<file path="src/ecc_consts.svh">
`ifndef ECC_CONSTS_SVH
`define ECC_CONSTS_SVH

// Register byte addresses (haddr[7:0])
`define A_CTRL      8'h00
`define A_CFG       8'h04
`define A_STAT      8'h08
`define A_MASK      8'h0c
`define A_STATE     8'h10

// Reset values
`define CTRL_RST    29'h00008070
`define LAT_RST     4'h4

// Control field positions
`define F_EN        0
`define F_FHIT      7
`define F_TAG_LO    8
`define F_TAG_HI    12
`define F_INJ0      13
`define F_INJ1      14
`define F_IGN       15
`define F_PIPE      16
`define F_WAVE_LO   17
`define F_WAVE_HI   18
`define F_PM1_LO    19
`define F_PM1_HI    21
`define F_PM2_LO    22
`define F_PM2_HI    24
`define F_VB        26
`define F_SPD       28
`define CTRL_W      29

// Configuration field positions
`define F_LAT_LO    4
`define F_LAT_HI    7

// Second quadword offset for injected bits
`define QW          64

// Event bits of status and mask
`define EV_FILL     0
`define EV_TAG      1
`define EV_SPAR     2
`define EV_W        3

// Synchronised pin positions
`define P_FILL      0
`define P_TAG       1
`define P_SPAR      2
`define P_ABR       3
`define P_CACK      4
`define P_SCLK      5
`define P_B32       6
`define P_W         7

`endif

</file>
<file path="src/ecc_pkg.sv">
package ecc_pkg;

	typedef enum logic {
		VB_IDLE,
		VB_FLUSH
	} vb_state_e;

	typedef struct packed {
		logic [28:0]  ctrl;
		logic [3:0]   rdlat;
		logic [2:0]   st;
		logic [2:0]   mask;
		logic         aw;
		logic [7:0]   aa;
		logic [31:0]  rdata;
		logic [6:0]   sy1;
		logic [6:0]   sy2;
		logic         tk;
		logic [1:0]   pl;
		logic         we;
		logic [127:0] wd;
		logic [4:0]   wt;
		logic [3:0]   gap;
		logic [15:0]  vp;
		logic [1:0]   pm;
		vb_state_e    vb;
		logic         mchk;
		logic         cpar;
	} state_s;

endpackage

</file>
<file path="src/ext_cache_ctrl.sv">
`timescale 1ns/1ps
`include "ecc_consts.svh"

module ext_cache_ctrl
	import ecc_pkg::*;
(
	input  wire logic         clock,
	input  wire logic         rst,
	input  wire logic         hsel,
	input  wire logic [31:0]  haddr,
	input  wire logic [1:0]   htrans,
	input  wire logic         hwrite,
	input  wire logic [2:0]   hsize,
	input  wire logic [31:0]  hwdata,
	input  wire logic         hready,
	output logic              hreadyout,
	output logic              hresp,
	output logic [31:0]       hrdata,
	output logic              irq,
	input  wire logic         fill_err,
	input  wire logic         tag_err,
	input  wire logic         spar_err,
	input  wire logic         abr_pin,
	input  wire logic         cack_pin,
	input  wire logic         sysclk_pin,
	input  wire logic         block32,
	output logic              abr_eff,
	output logic              cack_eff,
	output logic              machine_check,
	input  wire logic [39:0]  sys_ca,
	output logic              sys_ca_par,
	input  wire logic         wr_en_in,
	input  wire logic [127:0] wr_data_in,
	input  wire logic [4:0]   wr_tag_in,
	output logic              wr_en_out,
	output logic [127:0]      wr_data_out,
	output logic [4:0]        wr_tag_out,
	input  wire logic         rd_req,
	output logic              rd_start,
	output logic              rd_valid,
	input  wire logic [7:0]   cnt1_ev,
	input  wire logic [7:0]   cnt2_ev,
	output logic              pm_inc1,
	output logic              pm_inc2,
	input  wire logic         vb_need_wb,
	input  wire logic         vb_empty,
	output logic              vb_flush_all,
	output logic              vb_write_one
);

	state_s       s_reg;
	state_s       s_next;
	logic         ap;
	logic         tk;
	logic [1:0]   wave;
	logic [3:0]   ival;
	logic [2:0]   ev;
	logic [2:0]   clr;
	logic [127:0] inj;
	logic         ev1_sel;
	logic         ev2_sel;
	logic [28:0]  c;

	assign c         = s_reg.ctrl;
	assign ap        = hsel & htrans[1] & hready;
	assign tk        = s_reg.sy2[`P_SCLK] & ~s_reg.tk;
	assign hreadyout = 1'b1;
	assign hresp     = 1'b0;
	assign hrdata    = s_reg.rdata;
	assign irq       = |(s_reg.st & s_reg.mask);

	// Wave pipelining is forced off for 32-byte block systems
	assign wave = s_reg.sy2[`P_B32] ? 2'h0 : c[`F_WAVE_HI:`F_WAVE_LO];
	assign ival = s_reg.rdlat - {2'h0, wave};

	assign rd_start = rd_req & c[`F_EN] & (s_reg.gap == 4'h0);
	assign rd_valid = s_reg.vp[s_reg.rdlat - 4'h1];

	assign abr_eff  = c[`F_PIPE] ? s_reg.pl[0] : s_reg.sy2[`P_ABR];
	assign cack_eff = c[`F_PIPE] ? s_reg.pl[1] : s_reg.sy2[`P_CACK];

	assign machine_check = s_reg.mchk;
	assign sys_ca_par    = s_reg.cpar;
	assign wr_en_out     = s_reg.we;
	assign wr_data_out   = s_reg.wd;
	assign wr_tag_out    = s_reg.wt;
	assign pm_inc1       = s_reg.pm[0];
	assign pm_inc2       = s_reg.pm[1];

	assign ev1_sel = cnt1_ev[c[`F_PM1_HI:`F_PM1_LO]];
	assign ev2_sel = cnt2_ev[c[`F_PM2_HI:`F_PM2_LO]];

	assign vb_flush_all = (s_reg.vb == VB_FLUSH);
	assign vb_write_one = vb_need_wb & (c[`F_VB] | c[`F_EN]) & (s_reg.vb == VB_IDLE);

	// One flipped bit per quadword is correctable, two are not
	always_comb begin
		inj             = '0;
		inj[0]          = c[`F_INJ0];
		inj[`QW]        = c[`F_INJ0];
		inj[1]          = c[`F_INJ1];
		inj[`QW + 1]    = c[`F_INJ1];
	end

	// Accepted check errors; ignored ones leave no trace at all
	always_comb begin
		ev            = '0;
		ev[`EV_FILL]  = s_reg.sy2[`P_FILL] & ~c[`F_IGN];
		ev[`EV_TAG]   = s_reg.sy2[`P_TAG] & ~c[`F_IGN];
		ev[`EV_SPAR]  = s_reg.sy2[`P_SPAR] & ~c[`F_IGN] & ~c[`F_SPD];
	end

	assign clr = (s_reg.aw && s_reg.aa == `A_STAT) ? hwdata[`EV_W-1:0] : 3'h0;

	always_comb begin
		s_next = s_reg;
		s_next.sy1 = {block32, sysclk_pin, cack_pin, abr_pin, spar_err, tag_err, fill_err};
		s_next.sy2 = s_reg.sy1;
		s_next.tk  = s_reg.sy2[`P_SCLK];
		// Extra stage loads only on a rising system clock
		if (tk) begin
			s_next.pl = {s_reg.sy2[`P_CACK], s_reg.sy2[`P_ABR]};
		end

		s_next.aw = ap & hwrite;
		s_next.aa = haddr[7:0];
		if (ap && !hwrite) begin
			case (haddr[7:0])
				`A_STAT:  s_next.rdata = {29'h0, s_reg.st};
				`A_MASK:  s_next.rdata = {29'h0, s_reg.mask};
				`A_STATE: s_next.rdata = {26'h0, s_reg.vb == VB_FLUSH, s_reg.mchk,
					s_reg.gap != 4'h0, cack_eff, abr_eff, c[`F_EN]};
				default:  s_next.rdata = 32'h0;
			endcase
		end
		if (s_reg.aw) begin
			case (s_reg.aa)
				`A_CTRL: s_next.ctrl = hwdata[`CTRL_W-1:0];
				`A_CFG:  s_next.rdlat = hwdata[`F_LAT_HI:`F_LAT_LO];
				`A_MASK: s_next.mask = hwdata[`EV_W-1:0];
				default: ;
			endcase
		end
		// A new event wins over a clear in the same cycle
		s_next.st   = (s_reg.st & ~clr) | ev;
		s_next.mchk = |ev;

		s_next.cpar = ^sys_ca;

		s_next.we = wr_en_in;
		s_next.wd = wr_data_in ^ inj;
		if (c[`F_FHIT] && c[`F_EN]) begin
			s_next.wt = c[`F_TAG_HI:`F_TAG_LO];
		end else begin
			s_next.wt = wr_tag_in;
		end

		if (rd_start) begin
			s_next.gap = ival - 4'h1;
		end else if (s_reg.gap != 4'h0) begin
			s_next.gap = s_reg.gap - 4'h1;
		end
		s_next.vp = {s_reg.vp[14:0], rd_start};

		s_next.pm = {ev2_sel, ev1_sel};

		case (s_reg.vb)
			VB_IDLE: begin
				if (vb_need_wb && !c[`F_EN] && !c[`F_VB]) begin
					s_next.vb = VB_FLUSH;
				end
			end
			VB_FLUSH: begin
				if (vb_empty) begin
					s_next.vb = VB_IDLE;
				end
			end
			default: s_next.vb = VB_IDLE;
		endcase
	end

	always_ff @(posedge clock or posedge rst) begin
		if (rst) begin
			s_reg       <= '0;
			s_reg.ctrl  <= `CTRL_RST;
			s_reg.rdlat <= `LAT_RST;
		end else begin
			s_reg <= s_next;
		end
	end
endmodule // ext_cache_ctrl

</file>
<file path="config.mk">
export PLATFORM = sky130hd
export DESIGN_NAME = ext_cache_ctrl
export DESIGN_NICKNAME = d
export VERILOG_FILES = /design/src/ecc_pkg.sv /design/src/ext_cache_ctrl.sv
export VERILOG_INCLUDE_DIRS = /design/src
export SDC_FILE = /design/constraint.sdc
export NUM_CORES = 1
export LEC_CHECK = 0
export ABC_AREA = 1
export BUFFER_PORTS_ARGS = -buffer_cell sky130_fd_sc_hd__clkbuf_2
export CAP_MARGIN = 10
export CORE_AREA = 2 2 177 179
export DETAILED_ROUTE_END_ITERATION = 10
export DIE_AREA = 0 0 179 181
export GPL_TIMING_DRIVEN = 0
export PLACE_DENSITY_LB_ADDON = 0.08
export RECOVER_POWER = 100
export SLEW_MARGIN = 15
export SYNTH_ARGS = -nofsm -noshare
export SYNTH_HDL_FRONTEND = slang
export SYNTH_SLANG_ARGS = --single-unit
</file>
<file path="constraint.sdc">
create_clock -name clock -period 13.65 [get_ports clock]
set_input_delay 0.6825 -clock clock [delete_from_list [all_inputs] [get_ports clock]]
set_output_delay 0.6825 -clock clock [all_outputs]
set_load 0.02 [all_outputs]
</file>
==> impl_summary.md, run 1 <==
Run status
The run finished, with violations left. The final reports fail on max-capacitance violations, max-slew violations.

Layout
The repair_antennas step left the layout with diodes totalling 0. The register with the most flip-flops in the layout has 128 of them. The post-route netlist has 35.4% of its cells at a drive strength greater than 1. Leaving out fill and tap cells, the most frequent cells in the layout are clkbuf_2 (230), dfrtp_1 (220), nand2_1 (198). Compared with the post-synthesis result, the final layout area differs by 34.9%. The non-filler instance count after layout is 1,680. The most common cell after layout, fill and taps aside is clkbuf_2.

The net count reported at finish is between 1,500 and 2,000.

Global route
For met2 alone, demand over resource in global routing was 24.7%. The overall overflow remaining after global route is 0. The maximum number of pins on one net before global-route repair is 95. Global routing used roughly 14% of the available tracks.

The first global-routing pass estimated 35,000 um of wire. The initial antenna violation count is 1. The met3 demand-to-capacity share in global routing is under 10%.

For met1 alone, demand over resource in global routing was 16.5%. The number of global-route vias before repair came to 6,151. The busiest layer in global routing is met2.

Run
Max-cap violations in this run came to 2.

Clock tree
CTS saw 222 sinks. The TritonCTS buffer count is 26. The number of H-tree levels is 1. The post-CTS resize count is 0.

After clock tree synthesis, the clock-pin slew on the worst setup and hold paths is 0.06 ns. The buffer cell driving the clock tree root is clkbuf_16. For the worst-skew pair, the clock arrives at the later sink with an insertion delay of 0.52 ns. TritonCTS built the clock tree. In this run the post-CTS setup repair buffer count came out at 0. The post-cts hold buffer count is 0.

The clock passes through at most 3 buffers.

STA
Based on the critical path, the design can be clocked at up to 156 MHz. The number of hold violations in the final report is 0. In this run the tightest slew margin relative to its limit is -176%. The post-route fraction of the period consumed by the critical path is 47.0%. Setup violations remaining at the end of the flow were counted as 0. The actual slew at the worst max-slew pin is 4.12 ns.

The number of max-slew violations in the final report is 168. Setup total negative slack on the finished layout was measured at 0 ns. On the final layout, the worst clock skew is 0.00973 ns. Setup repair after global routing left no endpoint under its margin. The time the worst path needs with I/O delays and setup is 6.41 ns.

Drt
The starting DRC count in detailed routing is between 200 and 300. The detailed-route DRC error count is 0. The number of detailed-route iterations in the first pass is 6. Summed over all layers, the routed wires come to 23,600 um. The routed layout has between 6,000 and 7,000 vias. The wire length per cell after detailed routing is 14.1 um.

The mean number of vias per cell is 3.85. The post-route antenna net violation count is 0.

Pwr
The maximum resistive drop on vdd is 92.9 uV. Power spread over the standard cell area amounts to 134 nW/um2. The design draws 1.64 mW. The analysis attributes to cell leakage a power of 6.39 nW.

Critical path
The type of destination of the critical path is an async pin. The kind of critical path is input pin to async pin. The type of origin of the critical path is an input pin. The required time of the critical path is roughly 13 ns. Along the worst path, the maximum fanout reaches 94.

The arrival time at the worst endpoint is 6.10 ns.

Die
For this configuration, the core starts out at a cell density of ~30%. The region available for standard cell placement spans 30,300 um2. The height of the die is between 150 and 200 um.

The floorplan has 64 rows. The area of the die is 32,400 um2. The width of the die is 179 um. In this run the count of I/O pins placed on the die edge is 453.

Placement
The global placer's final weighted congestion is 0.761. Detailed placement finished with a half-perimeter wire length of 18,500 um. Input and output buffers added on the ports amount to 390. The number of placed instances with taps included is 1,635.

Synth
The count of warnings emitted by yosys is 0. The synthesized cell area is between 9000 and 10,000 um2. Summing the sequential cell areas from Yosys gives 61.3% of the chip area.

After synthesis, the netlist uses 35 different library cells. Synthesis produced a netlist whose cell count is 821. The count of state elements after synthesis is ~220.

Each instance of the synthesized netlist takes up on average ~11 um2.

Hold path
The classification of the worst-slack hold path is input pin to flip-flop.
## synth_stat cells
library cell  count  area share, %
dfrtp_1         220             61
nor4_1            2           0.14
o22ai_1           2           0.14
buf_2             1          0.055
nand3_1          13           0.72
o221ai_1          3           0.29
inv_1            56            2.3
clkbuf_1          1          0.041
conb_1            2          0.083
dfstp_2           2           0.58
nand4_1           2           0.14
buf_4           167             14
a21oi_1           6           0.33
a211o_1           1          0.097
o211ai_1          6           0.50
nand2_4           1           0.12
nor2_1           39            1.6
nor3b_1           1          0.083
nor3_4            1           0.18
xor2_1           16            1.5
xnor2_1          13            1.3
mux2i_1           2           0.22
nor3_1            2           0.11
o21ai_0          23            1.3
nand3b_1          1          0.083
buf_6             1           0.12
ha_1              5           0.69
or2_2             1          0.069
mux2_4           11            1.8
nand2_1         197            8.2
fa_1              1           0.22
mux2_2           13            1.6
clkinv_1          1          0.041
o32ai_1           7           0.68
or2_4             1          0.097
## report_power, final
group,switching (mW),total (mW),internal (mW)
clock,0.264,0.680,0.417
sequential,0.0174,0.721,0.704
combinational,0.135,0.236,0.102
total,0.416,1.64,1.22
## path summary, 6_finish.rpt
| check | to | depth (start not counted) | slack (ns) | from |
|---|---|---|---|---|
| worst max-delay path | wr_data_out[2] | 3 | 7.24 | rst |
| min in group asynchronous | wr_data_out[61] | 2 | 1.37 | rst |
| worst min-delay path | wr_data_out[55] | 1 | 0.26 | wr_data_in[55] |
| max in group clock | rd_valid | 8 | 10.14 | s_reg[223] |
| worst max register to register | c[17] | 5 | 11.36 | s_reg[209] |
| worst min register to register | s_reg[168] | 0 | 0.35 | s_next[168] |
## kinds of logic after synthesis
group / Yosys count / share of synthesized area (%)
xor gates and xnor gates: 29 / 2.80
muxes: 26 / 3.66
adders and majority gates: 6 / 0.911
DFF: 222 / 61.3
and+or+nand+nor: 261 / 11.5
buffers and inverters: 227 / 16.4
other: 2 / 0.0829
AOI/OAI and AO/OA: 48 / 3.30
## metal layers
layer | vias to the layer above | routed length, um
li1 | 3264 | -
met1 | 2922 | 9220
met2 | 258 | 11600
met3 | 32 | 2350
met4 | 0 | 395
met5 | - | 0
## per-stage QoR
stage	util [%]	setup slack [ns]	cell area, um2	hold slack [ns]
6_report	40.3	7.24	12200	0.262
5_1_grt	40.3	5.84	12200	0.233
3_5_place_dp	38.5	10.92	11700	0.335
4_1_cts	41.3	10.32	12500	0.231
2_1_floorplan	-	6.89	9160	0.331
3_3_place_gp	38.3	3.86	11600	0.333
## critical path: stages
cell        delay (ns)
clkbuf_2          0.09
clkinvlp_2        2.28
clkbuf_1          2.96
## layout make-up
type	count	area (um2)
Multi-Input combinational cell	398	2060
Clock inverter	3	51.3
Inverter	57	215
Fill cell	3117	18100
Clock buffer	42	801
Buffer	170	1260
Sequential cell	222	5560
Timing Repair Buffer	392	1780
Tap cell	396	495
(Power assumes the default switching activity.)
==> run 2: changes to the inputs <==
--- a/config.mk
+++ b/config.mk
@@ -6,12 +6,12 @@
 export SDC_FILE = /design/constraint.sdc
 export NUM_CORES = 1
 export LEC_CHECK = 0
-export ABC_AREA = 1
+export ABC_AREA = 0
 export BUFFER_PORTS_ARGS = -buffer_cell sky130_fd_sc_hd__clkbuf_2
 export CAP_MARGIN = 10
-export CORE_AREA = 2 2 177 179
+export CORE_AREA = 2 2 176 178
 export DETAILED_ROUTE_END_ITERATION = 10
-export DIE_AREA = 0 0 179 181
+export DIE_AREA = 0 0 178 180
 export GPL_TIMING_DRIVEN = 0
 export PLACE_DENSITY_LB_ADDON = 0.08
 export RECOVER_POWER = 100
==> constraint.sdc (replaced) <==
create_clock -name clock -period 5.6 [get_ports clock]
set_input_delay 0.28 -clock clock [delete_from_list [all_inputs] [get_ports clock]]
set_output_delay 0.28 -clock clock [all_outputs]
set_load 0.02 [all_outputs]
==> run 2 against run 1 <==
Compared with the run above:
- the run still ends with max-capacitance violations, max-slew violations left
- count of clock-buffer cells in the layout is the same
- critical path depth grew 3
- combinational power grew to 2.6 times the previous value
- global-route usage shrank 1.1 points
- via count shrank 6.1%
- worst hold slack lost 0.23 ns
- utilization grew 4.5 points
- synthesized cell count shrank 30%
- highest routed layer unchanged
==> impl_summary.md, run 2 <==
STA
The final total negative setup slack is 0 ns. The number of hold violations in the final report is 0. After layout, the worst path uses 53.9% of the clock period.

Setup violations remaining at the end of the flow were counted as 0. Based on the critical path, the design can be clocked at up to roughly 330 MHz. In this run the tightest slew margin relative to its limit is -21.7%. Setup repair after global routing left no endpoint under its margin. The actual slew at the worst max-slew pin is 1.83 ns.

The smallest clock period supported by the final layout is computed as 3.02 ns. The number of max-slew violations in the final report came to 85. For the final database, setup skew stands at 0.00533 ns.

Clock tree
The post-cts hold buffer count is 177. Clock tree synthesis inserted a total of 26 buffers. Post-CTS repair changed the size of 0 cells. In this run the clock root is driven by a clkbuf_16.

The clock slew seen by the registers of the worst setup and hold paths is ~0.060 ns. The clock reaches the later pin of the worst-skew pair after 0.52 ns. CTS built an H-tree with a depth of 1. The clock tree from TritonCTS is done.

The total clock sinks is around 220. Once the clock tree was built, the setup fixing pass inserted 0 buffers. The buffer depth of the longest clock path is 3.

Die
The area of the die is 32,000 um2. The initial core utilization is 28.1%. The top-level port count is 453.

The height of the die is 180 um. The core area is 30,200 um2. The floorplan has between 60 and 70 rows.

The width of the die is about 180 um.

Synth
A synthesized cell averages 14.8 um2. The most instantiated library cell after synthesis is dfrtp_1. The synthesized netlist devotes 2.89% of its cell area to simple gates. The proportion of synthesized flip-flops having asynchronous set or reset is 100%.

Measured against the total synthesized area, the mux share comes to roughly 8.0%. For this run, the number of Yosys warnings is 0. The sequential share of the synthesized area is 65.5%.

Counting distinct cell types in the post-synthesis netlist gives 43. In this run, synthesis produced a sequential element count of between 200 and 250. Summed over its instances, the top area cell type makes up 64.9% of the synthesized netlist area.

The arithmetic-cell share of the synthesized area counting full adders, half adders and majority gates is less than 1%. The dominant cell type by area after synthesis is dfrtp_1. The post-synthesis share of cell area spent on xor and xnor gates is 5.01%. The dominant combinational cell family by area after synthesis is buffers and inverters. The dominant register cell in the synthesized netlist is dfrtp_1. Summing the areas of all compound-gate instances in the mapped netlist gives 2.09% of the synthesized area. After synthesis, the cell types taking the most area are dfrtp_1 (65%), buf_4 (15%), xnor2_1 (3.7%).

The count of flip-flops with a built-in enable after synthesis is 0. Counting instances in the post-synthesis netlist gives the leading cell types as dfrtp_1 (220), buf_4 (167), xnor2_1 (36), mux2_1 (21), mux2_2 (18). Synthesis handed over a netlist of about 570 instances. Summing every instance area after synthesis gives ~8500 um2.

Run status
The flow ran to the end, but the final reports show violations. The final reports fail on max-capacitance violations, max-slew violations.

Drt
The vias after detailed routing is between 6,000 and 7,000. The wire length per cell after detailed routing is between 10 and 15 um. For this block, the routed nets add up to 21,500 um of wire. The post-route antenna net violation count is 0. The number of detailed-route iterations in the first pass is 4. The detailed-route DRC error count is 0. The first routing iteration left 193 violations. After detailed routing, the number of vias per cell comes to 3.76.

Global route
The initial antenna violation count is 0. The first global-routing pass estimated 32,900 um of wire. The maximum number of pins on one net before global-route repair is 35. The number of global-route vias before repair is 6,235. The overall overflow remaining after global route is 0. Global routing used 12.9% of the available tracks.

Pwr
The analysis attributes to cell leakage a power of roughly 6.5 nW. For this design the ratio of total power to cell area is ~300 nW/um2. The internal power is 3.02 mW. The clock power share is 41.2%. The maximum resistive drop on vdd is 224 uV.

The part of the power in combinational logic is 15.5%. In this run switching power makes up 24.3% of total power. The part of the power in registers is between 40% and 50%. In this run the power spent charging and discharging nets is 0.972 mW.

Layout
The multi-input combinational cells in the finished layout cover a total of 1700 um2. The library cells used most frequently in the layout, excluding fill and tap cells, are clkbuf_2 (228), dfrtp_1 (220), dlygate4sd3_1 (177). The fraction of layout instances using a drive strength above 1 is 38.5%. The final-layout fill cell count is a little under 3,000. The layout overhead on the synthesized area is 59.3%. For this run, the post-layout net count is 1,482.

Leaving out fill and tap cells, the most frequent cell in the layout is clkbuf_2. 0 antenna diodes ended up in the layout. Across the whole layout, storage elements account for 5560 um2. The end-of-flow core utilization is 44.8%. The register with the most flip-flops in the layout has between 100 and 150 of them.

Critical path
The highest net fanout along the worst path is 7. Data arrives at the worst endpoint at 2.74 ns. The worst setup path is of the flip-flop to output port kind.

For the worst setup path, the data required time is 5.32 ns. The type of destination of the critical path is an output port. The number of cells on the worst reg-to-reg path is 6.

STA classifies the critical path startpoint as a flip-flop.

Placement
The count of input and output buffers is just under 400. The global placer's final weighted congestion is about 0.71. The post-DP HPWL is 16,200 um.

Hold path
The worst hold path cell count is 2. The tightest min-delay check is of the input pin to flip-flop type.

Run
Across the run, the number of max-cap violations was 3.
run 2: kinds of logic after synthesis:
group                    after synthesis
AO/OA/AOI/OAI                         26
XOR/XNOR                              47
adder cells (fa/ha/maj)                6
buffers and inverters                177
flip-flops                           222
multiplexers                          52
other                                  2
AND/OR/NAND/NOR                       42
run 2: area by class of cell:
class	instances	share of cell area [%]
buffer	170	9.36
inverter	7	0.204
tap	396	3.67
clock inverter	6	0.241
clock buffer	42	6.08
multi-input combinational	201	12.6
sequential	222	41.1
timing repair buffer	574	26.7
run 2: power by group through the flow:
stage | logic (mW) | registers (mW) | clock network [mW]
CTS | 0.654 | 1.73 | 1.73
detailed placement | 0.549 | 1.76 | 0
global route | 0.680 | 1.74 | 1.78
global placement | 0.532 | 1.76 | 0
floorplan | 0.349 | 1.76 | 0
finish | 0.620 | 1.73 | 1.65
run 2: layer usage:
layer | GRT usage (%) | up-vias | share of wire, %
met1 | 14.9 | 2837 | 38
met2 | 22.9 | 258 | 50
met5 | 0 | - | 0
li1 | - | 2960 | -
met3 | 4.10 | 27 | 9.5
met4 | 3.34 | 0 | 2.4
run 2: path summary, 6_finish.rpt:
path / startpoint / endpoint / slack (ns)
worst max-delay path: s_reg[223] / rd_valid / 2.58
worst min-delay path: hwdata[0] / c[0] / 0.03
worst max register to register: s_reg[212] / c[13] / 2.73
worst min register to register: s_next[168] / s_reg[168] / 0.35
max in group asynchronous: rst / wr_data_out[48] / 2.86
min in group asynchronous: rst / wr_data_out[68] / 0.50
run 2: stage by stage:
step                      instance area [um2]  setup WS, ns  hold slack, ns  total power [mW]  cells
after CTS                               13800          2.50         0.00568              4.11   1618
after floorplan                          8590          2.43           0.311              2.11    600
after detailed placement                11200          3.08           0.336              2.31   1393
after global routing                    13500          2.30         0.00836              4.20   1618
final                                   13500          2.58          0.0323              4.00   1618
after global placement                  11000         0.804           0.333              2.29   1386
run 2: critical path: stages (launching register included):
cell and delay [ns]:
dfrtp_1 0.36, clkbuf_1 0.37, inv_1 0.09, ha_1 0.39, mux4_2 0.33, mux4_2 0.48
clkbuf_1 0.19
==> run 3: changes to the inputs <==
--- a/config.mk
+++ b/config.mk
@@ -6,12 +6,12 @@
 export SDC_FILE = /design/constraint.sdc
 export NUM_CORES = 1
 export LEC_CHECK = 0
-export ABC_AREA = 0
+export ABC_AREA = 1
 export BUFFER_PORTS_ARGS = -buffer_cell sky130_fd_sc_hd__clkbuf_2
 export CAP_MARGIN = 10
-export CORE_AREA = 2 2 176 178
+export CORE_AREA = 2 2 177 179
 export DETAILED_ROUTE_END_ITERATION = 10
-export DIE_AREA = 0 0 178 180
+export DIE_AREA = 0 0 179 181
 export GPL_TIMING_DRIVEN = 0
 export PLACE_DENSITY_LB_ADDON = 0.08
 export RECOVER_POWER = 100
==> constraint.sdc (replaced) <==
create_clock -name clock -period 2.5 [get_ports clock]
set_input_delay 0.125 -clock clock [delete_from_list [all_inputs] [get_ports clock]]
set_output_delay 0.125 -clock clock [all_outputs]
set_load 0.02 [all_outputs]
==> run 3 against run 2 <==
Compared with the run above:
- the flow now finishes without violations
- critical path depth up 2
- combinational power up 150%
- register-to-register slack worse by 2.3 ns
- count of clock-buffer cells in the layout down 1
- setup slack worse by 2.4 ns
- total power up 140%
- non-clock buffer count up 5
- final cell count up 16%
- sequential power up 130%
- global-route usage up 1.7 points
- utilization up 2.0 points
- sequential share of layout area down 2.0 points
==> impl_summary.md, run 3 (synthesized netlist as in run 1, its figures left out) <==
STA
The number of max-slew violations in the final report is 0. The actual slew at the worst max-slew pin is around 1.2 ns. The worst clock skew on the final layout is 0.00899 ns. Of the available clock period, the critical path in the final layout requires 94.8%.

The final worst slack is approximately 0.13 ns. Measured against its own limit, the worst slew margin works out to 19.3%. Setup repair after global routing left no endpoint under its margin. The number of hold violations in the final report is 0.

Setup violations remaining at the end of the flow were counted as 0. Derived from the worst setup path, the maximum achievable clock frequency is about 420 MHz. The worst path needs 2.37 ns of the cycle, external delays included. After routing, the total negative slack on setup checks comes to 0 ns. The worst slack on hold paths is 0.0161 ns.

Clock tree
The buffer depth of the longest clock path is 3. In this run the number of H-tree levels came out at 1. CTS saw 222 sinks. The clock latency on the worst-skew pair is 0.52 ns. TritonCTS built the clock tree. The buffer cell driving the clock tree root is clkbuf_16. After clock tree synthesis, the setup repair step added 0 buffers. The number of clock buffers added by TritonCTS is 27. Clock-pin slew was measured on the worst setup and hold paths at 0.06 ns.

Run status
The flow ran to the end, and the final reports show no timing, DRC or antenna violations.

Critical path
By startpoint and endpoint, the worst setup path is classified as flip-flop to output port. STA puts the critical path data required time at 2.38 ns. The arrival time at the worst endpoint is 2.24 ns. The startpoint of the worst-slack reg-to-reg timing path is s_reg[209].

Along the worst path, the maximum fanout reaches 10. STA classifies the critical path endpoint as an output port. The launching instance or port of the critical path is s_reg[223]. The worst setup path is launched from a flip-flop.

Global route
Summed over all layers, the global routing overflow is 0. The number of global-route vias before repair is 7,191. The overall track demand over capacity in global routing is 14.6%. The maximum number of pins on one net before global-route repair is 35. The initial antenna violation count is 0. The global-route wire length before repair is 37,200 um.

Drt
The pre-antenna-repair detailed-routing pass consisted of 4 iterations. The detailed-route wire length on metal 1 is 9680 um. The post-route antenna net violation count is 0. The highest routing layer actually used is met4.

For this run, design rule violations remaining after detail routing come to 0. The routed layout has 7,155 vias. Summed over all layers, the routed wires come to 24,500 um. In the final routed layout, each cell accounts on average for 13.1 um.

The total length of routed met2 wires is 12,100 um. The first routing iteration left 230 violations. Using the TritonRoute via totals, the vias-per-cell ratio works out to around 3.8. The wire length on met3 is 2140 um.

Placement
The count of input and output buffers is 390. The number of placed instances with taps included is 1,640. The worst slack after detailed placement is 0.325 ns. The congestion estimate from routability-driven global placement came to between 0.7 and 0.8.

Summing all placed instances gives a cell area of approximately 12,000 um2. The post-DP HPWL is 18,500 um.

Pwr
Of the total power, combinational logic draws 16.1%. The worst-case IR drop observed on VDD is 535 uV. The analysis attributes to net switching a power of 2.36 mW.

Summing internal, switching and leakage power gives 9.53 mW. The power density normalized to cell area is 672 nW/um2. The part of the power in registers is 41.3%. The internal power is 7.16 mW. Of the total power, the clock network draws between 40% and 50%. The switching part of the total is 24.8%. The analysis attributes to cell leakage a power of 7.23 nW.

Run
Max-cap violations in this run came to 0.

Layout
The register with the most flip-flops in the layout has 128 of them. Fill cells in the final layout number 2,987. Once layout is complete, the utilization of the core stands at about 47%. The fraction of layout instances using a drive strength above 1 is 31.7%.

The net count reported at finish is 1,735. The most common cell after layout, fill and taps aside is clkbuf_2. The number of antenna diodes in the final layout is 0. In the layout the commonest cells are clkbuf_2 (235), dfrtp_1 (220), nand2_1 (198). Leaving out filler cells and counting taps, the final layout contains between 1,500 and 2,000. The layout overhead on the synthesized area is 56.5%. The post-route standard cell area excluding fillers is 14,200 um2.

Die
The initial utilization of the core area, before any placement, comes to ~30%. The width of the die is 179 um. After floorplanning, the core was divided into 64 placement rows. In this run the standard cell core region covers 30,300 um2. During I/O placement, the number of pins put on the boundary was 453. The height of the die is 181 um.

The area of the die is between 30,000 and 40,000 um2.

Hold path
The classification of the worst-slack hold path is input pin to flip-flop. The startpoint identified for the worst hold timing path is cnt2_ev[7].
==> run 3: cell types whose count changed in the layout (fill, tap and decap cells not counted), moves of 12 or more <==
cell,delta
xnor2_1,-23
nand2_1,+189
o21ai_0,+18
inv_1,+49
mux2_1,-12
nor2_1,+30
==> run 3: power by group through the flow <==
stage                     Combinational (mW)  Clock, mW  Sequential (mW)
after floorplan                        0.865          0             4.00
after global placement                  1.33          0             4.00
after detailed placement                1.38          0             4.00
after CTS                               1.62       4.19             3.94
after global routing                    1.71       4.35             3.97
final                                   1.53       4.05             3.94
==> run 3: layout make-up <==
| type | count | area (um2) | share of cell area (%) |
|---|---|---|---|
| plain buffers | 170 | 1270 | 8.95 |
| clock buffers | 41 | 788 | 5.56 |
| clock inverters | 8 | 148 | 1.04 |
| inverters | 57 | 216 | 1.53 |
| multi-input cells | 398 | 2070 | 14.6 |
| flip-flops and latches | 222 | 5560 | 39.2 |
| well taps | 396 | 495 | 3.49 |
| repair buffers | 579 | 3640 | 25.7 |
==> run 3: repair_timing <==
| item | in CTS | in global routing |
|---|---|---|
| hold endpoints to repair | 207 | 0 |
| gates resized for setup | 3 | 1 |
| pin swaps | 0 | 0 |
| endpoints found under the setup margin | 1 | 1 |
| hold buffers | 182 | 0 |
==> run 3: path summary, 6_finish.rpt <==
kind	end	slack, ns	depth (start not counted)
min in group asynchronous	wr_data_out[49]	0.29	3
worst max register to register	c[8]	0.40	5
worst min-delay path	pm_inc2	0.02	4
worst min register to register	s_next[161]	0.34	0
worst max-delay path	rd_valid	0.13	8
max in group asynchronous	c[15]	0.42	6
==> run 3: worst max-delay path, cell delays in order, from the launching register on <==
cell      delay (ns)
dfrtp_1         0.37
buf_4           0.19
clkinv_2        0.16
ha_4            0.20
xnor2_1         0.26
o221ai_1        0.18
o211ai_1        0.11
nand2_1         0.09
clkbuf_2        0.17
==> run 3: metal layers <==
metal  global-route usage [%]  up-vias
li1                         -     3647
met1                     16.9     3211
met2                     26.2      251
met3                     3.70       46
met4                     4.23        0
met5                        0        -
